## src/otrb_pkg.sv

```systemverilog
// Constants, types and shared functions of the offset trim register bank.
package otrb_pkg;

   // ***************************************************************
   // Widths
   // ***************************************************************
   localparam int OTRB_DATA_W   = 8;
   localparam int OTRB_ADDR_W   = 8;
   localparam int OTRB_LEVEL_W  = 9;
   localparam int OTRB_MON_W    = 9;
   localparam int OTRB_NUM_REGS = 7;

   // ***************************************************************
   // Register offsets
   // ***************************************************************
   localparam logic [7:0] OTRB_OFS_LEFT_PAIR   = 8'h46;
   localparam logic [7:0] OTRB_OFS_LEFT_CM     = 8'h47;
   localparam logic [7:0] OTRB_OFS_RIGHT_PAIR  = 8'h48;
   localparam logic [7:0] OTRB_OFS_RIGHT_CM    = 8'h49;
   localparam logic [7:0] OTRB_OFS_SPARE_A     = 8'h4A;
   localparam logic [7:0] OTRB_OFS_SPARE_B     = 8'h4B;
   localparam logic [7:0] OTRB_OFS_MONITOR_TOP = 8'h4C;

   // ***************************************************************
   // Register indices, offset table and stored-bit masks
   // ***************************************************************
   localparam int OTRB_IDX_LEFT_PAIR   = 0;
   localparam int OTRB_IDX_LEFT_CM     = 1;
   localparam int OTRB_IDX_RIGHT_PAIR  = 2;
   localparam int OTRB_IDX_RIGHT_CM    = 3;
   localparam int OTRB_IDX_SPARE_A     = 4;
   localparam int OTRB_IDX_SPARE_B     = 5;
   localparam int OTRB_IDX_MONITOR_TOP = 6;

   localparam logic [7:0] OTRB_OFFSET_TABLE [0:OTRB_NUM_REGS-1] = '{
      OTRB_OFS_LEFT_PAIR, OTRB_OFS_LEFT_CM, OTRB_OFS_RIGHT_PAIR, OTRB_OFS_RIGHT_CM,
      OTRB_OFS_SPARE_A, OTRB_OFS_SPARE_B, OTRB_OFS_MONITOR_TOP};

   localparam logic [7:0] OTRB_MASK_TABLE [0:OTRB_NUM_REGS-1] = '{
      8'hFF, 8'hFF, 8'hFF, 8'hFF, 8'hFF, 8'hFF, 8'hFE};

   // ***************************************************************
   // Values after reset
   // ***************************************************************
   localparam logic [7:0] OTRB_RESET_BYTE  = 8'h00;
   localparam logic [8:0] OTRB_RESET_LEVEL = 9'h000;
   localparam logic [7:0] OTRB_READ_ZERO   = 8'h00;
   localparam int         OTRB_MON_SIGN    = 8;

   typedef logic signed [OTRB_LEVEL_W-1:0] otrb_level_type;

   // ***************************************************************
   // Shared functions
   // ***************************************************************
   // Turns a trim code into a signed count of 0.25 mV steps with inverted sign.
   function automatic otrb_level_type otrb_trim_level(input logic [7:0] code, input logic is_cm);
      logic [8:0] ext;
      ext = is_cm ? {code[7], code} : {code[6], code[6], code[6:0]};
      return otrb_level_type'(9'h000 - ext);
   endfunction

   // Tells whether an address selects a given register.
   function automatic logic otrb_hit(input logic [7:0] addr, input logic [7:0] ofs);
      return addr == ofs;
   endfunction

endpackage

```

## src/otrb_byte_reg.sv

```systemverilog
// One byte of software storage with write enable and bit mask.
module otrb_byte_reg
   import otrb_pkg::*;
#(
   parameter logic [7:0] MASK = 8'hFF
)
(
   input  wire logic       clock,
   input  wire logic       rst,
   input  wire logic       wr_en,
   input  wire logic [7:0] wdata,
   output      logic [7:0] value
);

   logic [7:0] next_value;

   always_comb
   begin
      next_value = value;
      if (wr_en)
      begin
         next_value = wdata & MASK;
      end
   end

   always_ff @(posedge clock)
   begin
      if (rst)
      begin
         value <= OTRB_RESET_BYTE;
      end
      else
      begin
         value <= next_value;
      end
   end

endmodule // otrb_byte_reg

```

## src/otrb_trim_decode.sv

```systemverilog
// Registered conversion of a trim code into a signed compensator level.
module otrb_trim_decode
   import otrb_pkg::*;
#(
   parameter bit IS_CM = 1'b0
)
(
   input  wire logic                    clock,
   input  wire logic                    rst,
   input  wire logic [7:0]              code,
   output      logic [OTRB_LEVEL_W-1:0] level
);

   logic [OTRB_LEVEL_W-1:0] next_level;

   always_comb
   begin
      next_level = otrb_trim_level(code, IS_CM);
   end

   always_ff @(posedge clock)
   begin
      if (rst)
      begin
         level <= OTRB_RESET_LEVEL;
      end
      else
      begin
         level <= next_level;
      end
   end

endmodule // otrb_trim_decode

```

## src/otrb_bank.sv

```systemverilog
// Top of the offset trim register bank: register port, storage, read-back and levels.
module otrb_bank
   import otrb_pkg::*;
(
   input  wire logic                    clock,
   input  wire logic                    rst,
   input  wire logic [OTRB_ADDR_W-1:0]  reg_addr,
   input  wire logic [OTRB_DATA_W-1:0]  reg_wdata,
   input  wire logic                    reg_wr,
   input  wire logic                    reg_rd,
   output      logic [OTRB_DATA_W-1:0]  reg_rdata,
   output      logic                    reg_rvalid,
   input  wire logic [OTRB_MON_W-1:0]   left_pair_monitor,
   output      logic [OTRB_LEVEL_W-1:0] left_pair_offset,
   output      logic [OTRB_LEVEL_W-1:0] left_common_mode_offset,
   output      logic [OTRB_LEVEL_W-1:0] right_pair_offset,
   output      logic [OTRB_LEVEL_W-1:0] right_common_mode_offset
);

   // ***************************************************************
   // Register storage
   // ***************************************************************
   logic [7:0] reg_value [0:OTRB_NUM_REGS-1];
   logic [7:0] read_mux;
   logic [7:0] next_rdata;
   logic       next_rvalid;
   logic       left_pair_monitor_top_bit;

   genvar gi;
   generate
      for (gi = 0; gi < OTRB_NUM_REGS; gi++)
      begin : g_reg
         otrb_byte_reg #(
            .MASK (OTRB_MASK_TABLE[gi])
         ) u_reg (
            .clock (clock),
            .rst   (rst),
            .wr_en (reg_wr && otrb_hit(reg_addr, OTRB_OFFSET_TABLE[gi])),
            .wdata (reg_wdata),
            .value (reg_value[gi])
         );
      end
   endgenerate

   // ***************************************************************
   // Compensator levels
   // ***************************************************************
   // Left pair decode.
   otrb_trim_decode #(
      .IS_CM (1'b0)
   ) u_left_pair (
      .clock (clock),
      .rst   (rst),
      .code  (reg_value[OTRB_IDX_LEFT_PAIR]),
      .level (left_pair_offset)
   );

   otrb_trim_decode #(
      .IS_CM (1'b1)
   ) u_left_cm (
      .clock (clock),
      .rst   (rst),
      .code  (reg_value[OTRB_IDX_LEFT_CM]),
      .level (left_common_mode_offset)
   );

   otrb_trim_decode #(
      .IS_CM (1'b0)
   ) u_right_pair (
      .clock (clock),
      .rst   (rst),
      .code  (reg_value[OTRB_IDX_RIGHT_PAIR]),
      .level (right_pair_offset)
   );

   otrb_trim_decode #(
      .IS_CM (1'b1)
   ) u_right_cm (
      .clock (clock),
      .rst   (rst),
      .code  (reg_value[OTRB_IDX_RIGHT_CM]),
      .level (right_common_mode_offset)
   );

   // ***************************************************************
   // Read-back
   // ***************************************************************
   // Monitor sign bit, uninverted.
   assign left_pair_monitor_top_bit = left_pair_monitor[OTRB_MON_SIGN];

   always_comb
   begin
      read_mux = OTRB_READ_ZERO;
      for (int i = 0; i < OTRB_NUM_REGS; i++)
      begin
         if (otrb_hit(reg_addr, OTRB_OFFSET_TABLE[i]))
         begin
            read_mux = reg_value[i];
         end
      end
      if (otrb_hit(reg_addr, OTRB_OFS_MONITOR_TOP))
      begin
         read_mux = {reg_value[OTRB_IDX_MONITOR_TOP][7:1], left_pair_monitor_top_bit};
      end
      next_rvalid = reg_rd;
      next_rdata  = reg_rd ? read_mux : OTRB_READ_ZERO;
   end

   always_ff @(posedge clock)
   begin
      if (rst)
      begin
         reg_rdata  <= OTRB_READ_ZERO;
         reg_rvalid <= 1'b0;
      end
      else
      begin
         reg_rdata  <= next_rdata;
         reg_rvalid <= next_rvalid;
      end
   end
endmodule // otrb_bank

```

## config.mk

```make
export PLATFORM = sky130hd
export DESIGN_NAME = otrb_bank
export DESIGN_NICKNAME = d
export VERILOG_FILES = /design/src/otrb_pkg.sv /design/src/otrb_byte_reg.sv /design/src/otrb_trim_decode.sv /design/src/otrb_bank.sv
export SDC_FILE = /design/constraint.sdc
export NUM_CORES = 1
export LEC_CHECK = 0
export BUFFER_PORTS_ARGS = -buffer_cell sky130_fd_sc_hd__buf_2
export CAP_MARGIN = 20
export CORE_MARGIN = 2
export CORE_UTILIZATION = 48
export CTS_CLUSTER_DIAMETER = 50
export DETAILED_ROUTE_END_ITERATION = 16
export PLACE_DENSITY = 0.7
export SLEW_MARGIN = 15
export SYNTH_ARGS = -nofsm -noshare
export SYNTH_HDL_FRONTEND = slang
export SYNTH_SLANG_ARGS = --single-unit
```

## constraint.sdc

```tcl
create_clock -name clock -period 3.1 [get_ports clock]
set_input_delay 0.62 -clock clock [delete_from_list [all_inputs] [get_ports clock]]
set_output_delay 0.62 -clock clock [all_outputs]
set_load 0.01 [all_outputs]
```

==> Word level (Yosys, flattened, before mapping) <==
Cells that the tools add are included.
{ "op_classes": {"addsub": 4, "n_eq_ne": 7, "mux": 7, "n_bitwise": 1, "n_reduce_logical": 8} }
{ "ops": {"columns": ["operator", "n"], "rows": [
  ["$eq A8 B7 Y1 const B", 7],
  ["$mux W8", 7],
  ["$sub A1 B8 Y9 const A", 2],
  ["$sub A1 B7 Y8 const A", 2],
  ["$logic_and A1 B1 Y1", 7],
  ["$reduce_or A2 Y1", 1],
  ["$not A1 Y1", 1]
]} }
{ "totals": {"ff_bits": 100, "output_inout_bits": 45, "wordCells": 40} }

==> Longest topological paths before layout <==
Gate-level depths: netlist of the first run.
{ "logic_depth": {"word_depth": 8, "ltp_mapped": 7, "mapped_depth_nobuf": 6} }

==> Cells and area by module <==
Synthesis of the first run repeated with hierarchy kept, for this count alone.
{ "hier_totals": {"hier_cells": 458, "area_unflattened_um2": 4361.7} }
{ "modules_own_cells": {"columns": ["mod", "instances", "cells_per_inst", "area_each_um2", "seq_area_each_um2"], "rows": [
  ["otrb_byte_reg at g_reg[0].u_reg ...", 6, 26, 285.3, 160.2],
  ["otrb_bank", 1, 140, 1032.2, 180.2],
  ["otrb_trim_decode at u_left_cm ...", 2, 38, 355.3, 180.2],
  ["otrb_trim_decode at u_left_pair ...", 2, 31, 324.1, 160.2],
  ["otrb_byte_reg at g_reg[6].u_reg", 1, 24, 259.0, 140.1]
]} }

==> Worst setup path after synthesis of the first run <==
No wires, ideal clock.
{ "synth_path": {"kind": "input -> register", "startpoint": "in reg_addr[5]", "endpoint": "reg g_reg[2].u_reg.value[3]", "setup_ns": 0.128, "t_arrival_ns": 2.464, "slack_ns": 0.508, "stages": 7, "path_buffers": 2, "cell_sequence": "or4b_4 > or3_1 > buf_2 > or4b_1 > buf_6 > mux2i_1 > nor2_1"} }
{ "synth_via": {"elab_chain_len": 2} }
{ "synth_lines": {"columns": ["item", "line_no", "source"], "rows": [
  ["start, declared", "otrb_bank.sv:7", "input wire logic [OTRB_ADDR_W-1:0] reg_addr,"],
  ["$eq A8 B7 Y1", "otrb_pkg.sv:64", "return addr == ofs;"],
  ["$logic_and A1 B1 Y1", "otrb_bank.sv:38", ".wr_en (reg_wr && otrb_hit(reg_addr, OTRB_OFFSET_TABLE[gi])),"],
  ["end signal, assigned", "otrb_byte_reg.sv:34", "value <= next_value;"],
  ["end, declared", "otrb_byte_reg.sv:12", "output logic [7:0] value"]
]} }
No other way between the ends.
A chain may end at the register's enable or synchronous reset.

==> Worst setup path in the final report of the first run <==
{ "layout_path": {"startpoint": "in reg_addr[5]", "endpoint": "reg g_reg[2].u_reg.value[4]"} }
The elaborated chain is that of the path after synthesis.

==> results of run 1 <==
report_power, final:
part           internal, mW  switching [mW]  total, mW
Sequential             1.26         0.00134       1.26
Combinational        0.0294          0.0723      0.102
Clock                 0.393           0.444      0.837
Total                  1.68           0.517       2.20
layer usage:
| metal | vias to the layer above | GRT usage [%] | part of all wire, % |
|---|---|---|---|
| met2 | 82 | 33.27 | 45 |
| li1 | 1592 | - | - |
| met5 | - | 0 | 0 |
| met1 | 1495 | 31.84 | 49 |
| met4 | 0 | 8.095 | 2.0 |
| met3 | 15 | 4.111 | 4.1 |
cell usage after synthesis (2+ instances only):
library cell               number  area [µm²]
sky130_fd_sc_hd__nand2_1       23       86.33
sky130_fd_sc_hd__nor2_1        88       330.3
sky130_fd_sc_hd__inv_1          9       33.78
sky130_fd_sc_hd__a21oi_1       14       70.07
sky130_fd_sc_hd__buf_4          2       15.01
sky130_fd_sc_hd__and2_1         4       25.02
sky130_fd_sc_hd__dfxtp_1       98        1962
sky130_fd_sc_hd__xor2_1        15       131.4
sky130_fd_sc_hd__nor3b_1        2       15.01
sky130_fd_sc_hd__or3_1          2       12.51
sky130_fd_sc_hd__nor2_2         2       12.51
sky130_fd_sc_hd__mux2i_1       62       620.6
sky130_fd_sc_hd__nor4_1         3       18.77
sky130_fd_sc_hd__nand4_1        2       12.51
sky130_fd_sc_hd__xnor2_1        2       17.52
sky130_fd_sc_hd__o22ai_1        9       56.30
sky130_fd_sc_hd__ha_1           4       50.05
sky130_fd_sc_hd__o21ai_0       10       50.05
sky130_fd_sc_hd__nand2b_1       5       31.28
sky130_fd_sc_hd__clkbuf_1      19       71.32
sky130_fd_sc_hd__nand3_1        9       45.04
sky130_fd_sc_hd__nor2b_1        6       37.54
sky130_fd_sc_hd__nand4b_1       2       17.52
sky130_fd_sc_hd__a221oi_1       6       52.55
sky130_fd_sc_hd__a21boi_0       2       15.01
sky130_fd_sc_hd__buf_1          2       7.510
sky130_fd_sc_hd__nor3_1        15       75.07
sequential cells by signal, summed over array words and instances, names as in the netlist:
register	cells
g.u_reg.value	55
u_left_cm.level	9
u_right_cm.level	9
reg_rdata	8
u_left_pair.level	8
u_right_pair.level	8
reg_rvalid	1
worst reg2reg max path, delay by kind of cell, from the launching register on:
kind	cells	cell delay (ns)
mux	1	0.29
flops	1	0.37
simple gates	1	0.08
compound gates	2	0.55
worst max path at each step:
| stage | cells after the start | slack [ns] | endpoint |
|---|---|---|---|
| floorplan | 7 | 0.51 | g_reg[2].u_reg.value[3] |
| global placement | 6 | 0.28 | g_reg[2].u_reg.value[6] |
| detailed placement | 6 | 0.25 | g_reg[2].u_reg.value[7] |
| CTS | 6 | 0.63 | g_reg[2].u_reg.value[7] |
| global route | 6 | 0.53 | g_reg[2].u_reg.value[6] |
| finish | 6 | 0.61 | g_reg[2].u_reg.value[4] |
area by class of cell:
class,instances,area (µm²),share of cell area [%]
Inverter,9,33.78,0.7325
Sequential cell,98,1962,42.54
Clock inverter,4,51.30,1.112
Multi-Input combinational cell,300,1907,41.35
Timing Repair Buffer,73,385.4,8.356
Tap cell,105,131.4,2.849
Clock buffer,11,141.4,3.066
cells by family (layout without fill, tap and decap cells):
family / after synthesis / count (layout) / synth area share [%]
compound gates: 46 / 46 / 7.047
xor+xnor: 17 / 17 / 3.711
fa+ha+maj: 4 / 4 / 1.247
buf+inv: 34 / 97 / 3.586
flops: 98 / 98 / 48.89
mux: 62 / 62 / 15.47
simple gates: 171 / 171 / 20.05
==> reports/summary.txt, run 1 <==
SETUP PATH
----------------------------------------------------------------------------------
Reg2Reg Setup Slack .................................................      1.70 ns
Highest fanout seen on the critical path ............................            8
Cell family with most CP delay ...................................... simple AND/OR/NAND/NOR gates
Max stage delay cell, worst path .................................... sky130_fd_sc_hd__or4b_1
Crit Path Category ..................................................    in -> reg
FF-to-FF End ........................................................ reg_rdata[4]
Delay of the slowest critical-path stage ............................      0.76 ns
Buffer and inverter count on the worst path .........................            1
Cell count of the worst reg-to-reg path .............................            4
CP startpoint kind ..................................................    input pin
Required time at the worst-slack endpoint ...........................      3.32 ns
Source of the critical timing path ..................................  reg_addr[5]
Series of cell instances along the critical path .................... buf_2 -> or4b_4 -> or3_1 -> or4b_1 -> mux2i_1 -> nor2_1
Critical path data arrival time .....................................      2.71 ns
Startpoint of the worst register-to-register path ................... g_reg[3].u_reg.value[4]
CP endpoint kind ....................................................         flop

ROUTE
----------------------------------------------------------------------------------
DRT Wirelength ......................................................      9587 µm
DRC violations left .................................................            0
Count of nets left with antenna violations after detail routing .....            0
DR vias .............................................................         3184
Average wire length per cell after detail routing ...................     15.98 µm
DR vias/cell ........................................................        5.307
Drt first pass iters ................................................            4
Initial DRC count ...................................................          161

TIMING
----------------------------------------------------------------------------------
Period Utilization, post-route ......................................       80.18%
Transition time of the tightest slew-check pin ......................    0.8966 ns
Setup repair after global routing missed its margin .................           no
Count of pins over their slew limit .................................            0
Clock period minus final worst setup slack ..........................     2.486 ns
Final-layout setup total negative slack .............................         0 ns
Worst hold slack ....................................................    0.4585 ns
Final count of hold timing violations ...............................            0
Final WS setup ......................................................    0.6145 ns
Headroom to the max-slew limit ......................................       40.22%
Maximum clock frequency .............................................    402.3 MHz
Finish-stage setup viols ............................................            0
Clock Skew ..........................................................  0.008149 ns

GLOBAL ROUTE
----------------------------------------------------------------------------------
Number of antenna violations at the first check in global routing ...            0
Vias in the first global route ......................................         2873
Total routing resource utilization after global routing .............       22.19%
First-pass GRT wire length ..........................................     15030 µm
Final global-route overflow total ...................................            0
Pin count of the biggest net entering global routing ................           90

SYNTH
----------------------------------------------------------------------------------
Summed instance area of the synthesized netlist .....................     4013 µm²
Synthesis warning total .............................................            0
Net count after synthesis ...........................................          465
Avg Inst Size Synth .................................................    9.288 µm²
Synth Instances .....................................................          432
Leading register cell type out of synthesis ......................... sky130_fd_sc_hd__dfxtp_1
Count of unique library cells instantiated by Yosys .................           42
Share of async-settable or async-resettable flops after synthesis ...           0%
Synth Register Bits .................................................           98
EDFF count, synth ...................................................            0
Sequential fraction of the synthesis area ...........................       48.89%

FLOORPLANNING
----------------------------------------------------------------------------------
Core Region .........................................................     8175 µm²
Die extent in x .....................................................     95.43 µm
Die area ............................................................     9107 µm²
Initial core utilization ............................................       49.08%
Number of primary I/O pins ..........................................           74
Num rows ............................................................           33
Die Y ...............................................................     95.43 µm

PLACE
----------------------------------------------------------------------------------
Number of I/O port buffers ..........................................           65
Number of placed instances, taps included ...........................          585
Worst setup timing slack at the placement stage .....................    0.2465 ns
Final Wtd Congestion ................................................       0.9014
Cell area after placement ...........................................     4419 µm²
HPWL after DPL ......................................................      6569 µm

CTS
----------------------------------------------------------------------------------
Worst-case clock buffer depth .......................................            2
Buffers inserted during post-CTS setup optimization .................            0
Cell at the root of the clock tree .................................. sky130_fd_sc_hd__clkbuf_8
CTS clock-pin slew for the worst setup and hold paths ...............      0.09 ns
Clock tree from TritonCTS ...........................................          yes
Number of levels the H-tree was split into ..........................            3
Clk sinks ...........................................................           98
Post-cts sizing count ...............................................            0
Count of hold-fix buffers inserted at cts ...........................            0
Number of CTS-inserted buffers ......................................            9
Later-pin clock latency in the skew report ..........................      0.37 ns

FINAL LAYOUT
----------------------------------------------------------------------------------
Most common cell after layout, fill and taps aside .................. sky130_fd_sc_hd__dfxtp_1
N_diodes ............................................................            0
Post-route standard cell area excluding fillers .....................     4612 µm²
Share of final-layout standard cells stronger than drive strength 1 .       18.99%
Layout fillers ......................................................          781
Final net count .....................................................          524
Growth of design area from synthesis to finish ......................       14.94%
Commonest non-fill, non-tap cells in the layout ..................... sky130_fd_sc_hd__dfxtp_1 (98), sky130_fd_sc_hd__nor2_1 (88), sky130_fd_sc_hd__buf_2 (65)
Post-route core utilization .........................................       56.41%
Cell Count, Final, Fillers Out ......................................          600

WORST HOLD PATH
----------------------------------------------------------------------------------
Worst-case hold path end point ...................................... g_reg[6].u_reg.value[5]
Startpoint of the most critical hold path ........................... g_reg[6].u_reg.value[5]
Hold/Removal Path Class .............................................   reg -> reg
Cell depth of the worst hold path ...................................            2

STATUS
----------------------------------------------------------------------------------
Status .............................................................. finished, final reports clean

POWER
----------------------------------------------------------------------------------
Power Dens Cells .................................................... 477.1 nW/µm²
Worst IR Drop VDD ...................................................  0.0002197 V
Leakage power .......................................................     2.085 nW
Power after layout ..................................................     2.200 mW

JOB
----------------------------------------------------------------------------------
Number of max-capacitance violations reported .......................            0

Note: power is estimated with default switching activity, not from simulation.
==> run 2: changes to the inputs <==
Settings changed: PLACE_DENSITY 0.7 to 0.73.
Clock period 3.1 ns to 2.2 ns, I/O delays scaled along.
==> reports/summary.txt, run 2 (synthesis gave the netlist of run 1 again) <==
ROUTE
----------------------------------------------------------------------------------
Count of nets left with antenna violations after detail routing .....            0   unchanged
DR vias .............................................................         3293   was 3184
DRT Wirelength ......................................................      9482 µm   was 9587 µm
Average wire length per cell after detail routing ...................     15.49 µm   was 15.98 µm
DRC violations left .................................................            0   unchanged
Drt first pass iters ................................................            9   was 4
Initial DRC count ...................................................          313   was 161
DR vias/cell ........................................................        5.381   was 5.307

TIMING
----------------------------------------------------------------------------------
Worst hold slack ....................................................    0.4004 ns   was 0.4585 ns
Count of pins over their slew limit .................................            0   unchanged
Final-layout setup total negative slack .............................         0 ns   unchanged
Final WS setup ......................................................    0.1133 ns   was 0.6145 ns
Setup repair after global routing missed its margin .................           no   unchanged
Finish-stage setup viols ............................................            0   unchanged
Final count of hold timing violations ...............................            0   unchanged
Period Utilization, post-route ......................................       94.85%
Clock Skew ..........................................................  0.008508 ns   was 0.008149 ns
Transition time of the tightest slew-check pin ......................    0.6057 ns   was 0.8966 ns
Headroom to the max-slew limit ......................................       59.62%   was 40.22%
Clock period minus final worst setup slack ..........................     2.087 ns
Maximum clock frequency .............................................    479.2 MHz

FINAL LAYOUT
----------------------------------------------------------------------------------
Registers with the most flip-flops .................................. g.u_reg.value: 55 flops, u_left_cm.level: 9 flops, u_right_cm.level: 9 flops   unchanged
Layout fillers ......................................................          752   was 781
N_diodes ............................................................            0   unchanged
Commonest non-fill, non-tap cells in the layout ..................... sky130_fd_sc_hd__dfxtp_1 (98), sky130_fd_sc_hd__nor2_1 (88), sky130_fd_sc_hd__buf_2 (65)   unchanged
Share of final-layout standard cells stronger than drive strength 1 .       20.91%   was 18.99%
Post-route standard cell area excluding fillers .....................     4716 µm²   was 4612 µm²
Largest register FFs ................................................           55   unchanged
Cell Count, Final, Fillers Out ......................................          612   was 600
Growth of design area from synthesis to finish ......................       17.52%   was 14.94%
Reg with most FFs ................................................... g.u_reg.value   unchanged
Final net count .....................................................          536   was 524
Most common cell after layout, fill and taps aside .................. sky130_fd_sc_hd__dfxtp_1   unchanged
Post-route core utilization .........................................       57.68%   was 56.41%

CTS
----------------------------------------------------------------------------------
Number of CTS-inserted buffers ......................................            9   unchanged
Number of levels the H-tree was split into ..........................            3   unchanged
Cell at the root of the clock tree .................................. sky130_fd_sc_hd__clkbuf_8   unchanged
Clk sinks ...........................................................           98   unchanged
Buffers inserted during post-CTS setup optimization .................            0   unchanged
Worst-case clock buffer depth .......................................            2   unchanged
Post-cts sizing count ...............................................            0   unchanged
Clock tree from TritonCTS ...........................................          yes   unchanged
CTS clock-pin slew for the worst setup and hold paths ...............      0.09 ns   about the same
Later-pin clock latency in the skew report ..........................      0.36 ns   was 0.37 ns
Count of hold-fix buffers inserted at cts ...........................            0   unchanged

POWER
----------------------------------------------------------------------------------
Power Dens Cells .................................................... 672.4 nW/µm²   was 477.1 nW/µm²
Leakage power .......................................................     2.152 nW   was 2.085 nW
Worst IR Drop VDD ...................................................  0.0003851 V   was 0.0002197 V
Power after layout ..................................................     3.171 mW   was 2.200 mW

PLACE
----------------------------------------------------------------------------------
HPWL after DPL ......................................................      6732 µm   was 6569 µm
Final Wtd Congestion ................................................       0.9110   was 0.9014
Worst setup timing slack at the placement stage .....................   -0.2461 ns   was 0.2465 ns
Cell area after placement ...........................................     4509 µm²   was 4419 µm²
Number of placed instances, taps included ...........................          597   was 585
Number of I/O port buffers ..........................................           65   unchanged

FLOORPLANNING
----------------------------------------------------------------------------------
Die extent in x .....................................................     95.43 µm   unchanged
Initial core utilization ............................................       49.08%   unchanged
Num rows ............................................................           33   unchanged
Number of primary I/O pins ..........................................           74   unchanged
Die area ............................................................     9107 µm²   unchanged
Core Region .........................................................     8175 µm²   unchanged
Die Y ...............................................................     95.43 µm   unchanged

SETUP PATH
----------------------------------------------------------------------------------
Highest fanout seen on the critical path ............................            8   unchanged
CP startpoint kind ..................................................    input pin   unchanged
Crit Path Category ..................................................    in -> reg   unchanged
Reg2Reg Setup Slack .................................................      0.85 ns   was 1.70 ns
CP endpoint kind ....................................................         flop   unchanged
Required time at the worst-slack endpoint ...........................      2.42 ns   was 3.32 ns
FF-to-FF End ........................................................ u_left_pair.level[6]   was reg_rdata[4]
Critical path data arrival time .....................................      2.31 ns   was 2.71 ns
Cell count of the worst reg-to-reg path .............................            6   was 4
Startpoint of the worst register-to-register path ................... g_reg[0].u_reg.value[0]   was g_reg[3].u_reg.value[4]

GLOBAL ROUTE
----------------------------------------------------------------------------------
Vias in the first global route ......................................         3039   was 2873
Number of antenna violations at the first check in global routing ...            0   unchanged
Final global-route overflow total ...................................            0   unchanged
Total routing resource utilization after global routing .............       22.04%   was 22.19%
First-pass GRT wire length ..........................................     15240 µm   was 15030 µm
Pin count of the biggest net entering global routing ................           59   was 90

WORST HOLD PATH
----------------------------------------------------------------------------------
Startpoint of the most critical hold path ...........................          rst   was g_reg[6].u_reg.value[5]
Cell depth of the worst hold path ...................................            2   unchanged
Hold/Removal Path Class .............................................    in -> reg   was reg -> reg
Worst-case hold path end point ......................................   reg_rvalid   was g_reg[6].u_reg.value[5]

STATUS
----------------------------------------------------------------------------------
Status .............................................................. finished, final reports clean   unchanged

JOB
----------------------------------------------------------------------------------
Number of max-capacitance violations reported .......................            0   unchanged

## run 2: cell types whose count changed in the layout (fill, tap and decap cells not counted)
cell | before | now
sky130_fd_sc_hd__clkinvlp_4 | 1 | 0
sky130_fd_sc_hd__buf_4 | 8 | 20
sky130_fd_sc_hd__bufinv_16 | 1 | 2
sky130_fd_sc_hd__clkinv_2 | 1 | 2
sky130_fd_sc_hd__clkbuf_8 | 10 | 9
## run 2: where the power goes
group	switching (mW)	internal, mW
registers	0.00188	1.78
logic	0.102	0.0460
clock network	0.609	0.636
## run 2: metal layers
layer,GRT usage (%),up-vias,part of all wire [%]
met4,8.810,0,1.3
met1,30.36,1545,44
li1,-,1622,-
met3,2.846,10,6.9
met2,35.15,116,48
met5,0,-,0
## run 2: final cells by class
| type | count | area, µm² | share of cell area [%] |
|---|---|---|---|
| clock buffer | 10 | 127.6 | 2.706 |
| clock inverter | 5 | 78.83 | 1.672 |
| tap | 105 | 131.4 | 2.786 |
| multi-input combinational | 300 | 1907 | 40.44 |
| timing repair buffer | 85 | 475.5 | 10.08 |
| inverter | 9 | 33.78 | 0.7164 |
| sequential | 98 | 1962 | 41.60 |
## run 2: worst max-delay path by stage
stage / slack [ns] / start / depth (start not counted) / to
after floorplan: -0.18 / reg_addr[5] / 7 / g_reg[2].u_reg.value[3]
after global placement: -0.22 / reg_addr[5] / 7 / g_reg[2].u_reg.value[6]
after detailed placement: -0.25 / reg_addr[5] / 7 / g_reg[2].u_reg.value[2]
after CTS: 0.12 / reg_addr[5] / 7 / g_reg[2].u_reg.value[2]
after global routing: 0.03 / reg_addr[5] / 7 / g_reg[2].u_reg.value[1]
final: 0.11 / reg_addr[5] / 7 / g_reg[2].u_reg.value[4]
## run 2: worst max-delay path, cell delays in order
cell and delay, ns:
sky130_fd_sc_hd__buf_2 0.11, sky130_fd_sc_hd__or4b_4 0.54, sky130_fd_sc_hd__or3_1 0.34, sky130_fd_sc_hd__or4b_1 0.47, sky130_fd_sc_hd__buf_4 0.20, sky130_fd_sc_hd__mux2i_1 0.16, sky130_fd_sc_hd__nor2_1 0.06
==> run 3: changes to the inputs <==
Settings changed: RECOVER_POWER from default to 25.
==> reports/summary.txt, run 3 (synthesis gave the netlist of run 1 again) <==
CTS
----------------------------------------------------------------------------------
Clock tree from TritonCTS ...........................................          yes   unchanged
Cell at the root of the clock tree .................................. sky130_fd_sc_hd__clkbuf_8   unchanged
Clk sinks ...........................................................           98   unchanged
CTS clock-pin slew for the worst setup and hold paths ...............      0.09 ns   about the same
Number of levels the H-tree was split into ..........................            3   unchanged
Number of CTS-inserted buffers ......................................            9   unchanged
Later-pin clock latency in the skew report ..........................      0.36 ns   about the same
Worst-case clock buffer depth .......................................            2   unchanged
Count of hold-fix buffers inserted at cts ...........................            0   unchanged
Post-cts sizing count ...............................................            0   unchanged
Buffers inserted during post-CTS setup optimization .................            0   unchanged

GLOBAL ROUTE
----------------------------------------------------------------------------------
Pin count of the biggest net entering global routing ................           59   unchanged
First-pass GRT wire length ..........................................     15240 µm   unchanged
Vias in the first global route ......................................         3039   unchanged
Total routing resource utilization after global routing .............       22.04%   unchanged
Final global-route overflow total ...................................            0   unchanged
Number of antenna violations at the first check in global routing ...            0   unchanged

TIMING
----------------------------------------------------------------------------------
Count of pins over their slew limit .................................            0   unchanged
Setup repair after global routing missed its margin .................           no   unchanged
Maximum clock frequency .............................................    479.3 MHz   was 479.2 MHz
Finish-stage setup viols ............................................            0   unchanged
Headroom to the max-slew limit ......................................       23.56%   was 59.62%
Final WS setup ......................................................    0.1135 ns   was 0.1133 ns
Period Utilization, post-route ......................................       94.84%   was 94.85%
Clock Skew ..........................................................  0.009609 ns   was 0.008508 ns
Transition time of the tightest slew-check pin ......................     1.147 ns   was 0.6057 ns
Final count of hold timing violations ...............................            0   unchanged
Clock period minus final worst setup slack ..........................     2.086 ns   was 2.087 ns

FINAL LAYOUT
----------------------------------------------------------------------------------
Largest register FFs ................................................           55   unchanged
Share of final-layout standard cells stronger than drive strength 1 .       17.95%   was 20.91%
Most common cell after layout, fill and taps aside .................. sky130_fd_sc_hd__dfxtp_1   unchanged
Commonest non-fill, non-tap cells in the layout ..................... sky130_fd_sc_hd__dfxtp_1 (98), sky130_fd_sc_hd__nor2_1 (88), sky130_fd_sc_hd__mux2i_1 (62)   was sky130_fd_sc_hd__dfxtp_1 (98), sky130_fd_sc_hd__nor2_1 (88), sky130_fd_sc_hd__buf_2 (65)
N_diodes ............................................................            0   unchanged
Final net count .....................................................          536   unchanged
Reg with most FFs ................................................... g.u_reg.value   unchanged
Registers with the most flip-flops .................................. g.u_reg.value: 55 flops, u_left_cm.level: 9 flops, u_right_cm.level: 9 flops   unchanged
Growth of design area from synthesis to finish ......................       16.99%   was 17.52%

SETUP PATH
----------------------------------------------------------------------------------
Crit Path Category ..................................................    in -> reg   unchanged
Source of the critical timing path ..................................  reg_addr[5]   unchanged
CP endpoint kind ....................................................         flop   unchanged
Required time at the worst-slack endpoint ...........................      2.42 ns   about the same
Highest fanout seen on the critical path ............................            8   unchanged
CP startpoint kind ..................................................    input pin   unchanged
Cell count of the worst reg-to-reg path .............................            6   unchanged
Startpoint of the worst register-to-register path ................... g_reg[0].u_reg.value[0]   unchanged
Critical path data arrival time .....................................      2.31 ns   about the same

ROUTE
----------------------------------------------------------------------------------
Drt first pass iters ................................................            4   was 9
DRT Wirelength ......................................................      9472 µm   was 9482 µm
DR vias/cell ........................................................        5.356   was 5.381
Average wire length per cell after detail routing ...................     15.48 µm   was 15.49 µm
DRC violations left .................................................            0   unchanged
Initial DRC count ...................................................          313   unchanged
DR vias .............................................................         3278   was 3293
Count of nets left with antenna violations after detail routing .....            0   unchanged

FLOORPLANNING
----------------------------------------------------------------------------------
Number of primary I/O pins ..........................................           74   unchanged
Die Y ...............................................................     95.43 µm   unchanged
Die extent in x .....................................................     95.43 µm   unchanged
Num rows ............................................................           33   unchanged
Initial core utilization ............................................       49.08%   unchanged
Core Region .........................................................     8175 µm²   unchanged
Die area ............................................................     9107 µm²   unchanged

POWER
----------------------------------------------------------------------------------
Power after layout ..................................................     3.173 mW   was 3.171 mW
Leakage power .......................................................     2.089 nW   was 2.152 nW
Portion of total power attributed to sequential cells ...............        56.0%   was 56.1%
Proportion of power drawn by the clock network ......................        39.3%   was 39.2%
Worst IR Drop VDD ...................................................  0.0003855 V   was 0.0003851 V
Total internal power ................................................     2.456 mW   was 2.458 mW
Proportion of total power due to net switching ......................       22.58%   was 22.49%
Combinational share of power ........................................         4.6%   was 4.7%
Psw .................................................................    0.7165 mW   was 0.7131 mW
Power Dens Cells .................................................... 675.9 nW/µm²   was 672.4 nW/µm²

STATUS
----------------------------------------------------------------------------------
Status .............................................................. finished, final reports clean   unchanged

WORST HOLD PATH
----------------------------------------------------------------------------------
Cell depth of the worst hold path ...................................            3   was 2
Hold/Removal Path Class .............................................    in -> reg   unchanged
Startpoint of the most critical hold path ........................... reg_wdata[6]   was rst

PLACE
----------------------------------------------------------------------------------
HPWL after DPL ......................................................      6732 µm   unchanged
Final Wtd Congestion ................................................       0.9110   unchanged
Worst setup timing slack at the placement stage .....................   -0.2461 ns   unchanged
Number of I/O port buffers ..........................................           65   unchanged

JOB
----------------------------------------------------------------------------------
Number of max-capacitance violations reported .......................            0   unchanged

-- run 3: cell types whose count changed in the layout (fill, tap and decap cells not counted) --
cell,delta
sky130_fd_sc_hd__buf_2,-14
sky130_fd_sc_hd__buf_4,-1
sky130_fd_sc_hd__clkbuf_1,+15
-- run 3: routing by layer --
layer  track usage (%)  routed length [µm]
met5                 0                   0
met4             8.810                 163
met3             2.846                 604
met2             35.15                4514
met1             30.36                4189
-- run 3: through the flow --
stage               hold slack, ns  TNS [ns]  cell area (µm²)  cells  utilization (%)
CTS                         0.4121         0             4716    612            57.68
floorplan                   0.4332    -1.854             4019    432                -
detailed placement          0.4447    -3.708             4509    597            55.16
global route                0.4432         0             4695    612            57.42
global placement            0.4381    -3.431             4509    597            55.16
finish                      0.4168         0             4695    612            57.42
-- run 3: cell type report --
class	count	area [µm²]
sequential	98	1962
clock inverter	5	78.83
fill	750	3481
timing repair buffer	85	454.2
tap	105	131.4
multi-input combinational	300	1907
clock buffer	10	127.6
inverter	9	33.78
-- run 3: power by group through the flow --
stage,Combinational [mW],Clock (mW),Sequential [mW]
floorplan,0.0772,0,1.82
global placement,0.144,0,1.82
detailed placement,0.146,0,1.82
CTS,0.146,1.25,1.78
global route,0.159,1.32,1.78
finish,0.147,1.25,1.78
-- run 3: worst paths after layout --
path	to	slack [ns]
setup / recovery	g_reg[2].u_reg.value[4]	0.11
hold / removal	g_reg[6].u_reg.value[6]	0.42
setup reg to reg	u_left_pair.level[6]	0.81
hold reg to reg	g_reg[6].u_reg.value[7]	0.46
-- run 3: critical path, stage by stage --
cell                      delay (ns)
sky130_fd_sc_hd__buf_2          0.11
sky130_fd_sc_hd__or4b_4         0.54
sky130_fd_sc_hd__or3_1          0.34
sky130_fd_sc_hd__or4b_1         0.47
sky130_fd_sc_hd__buf_4          0.20
sky130_fd_sc_hd__mux2i_1        0.16
sky130_fd_sc_hd__nor2_1         0.06
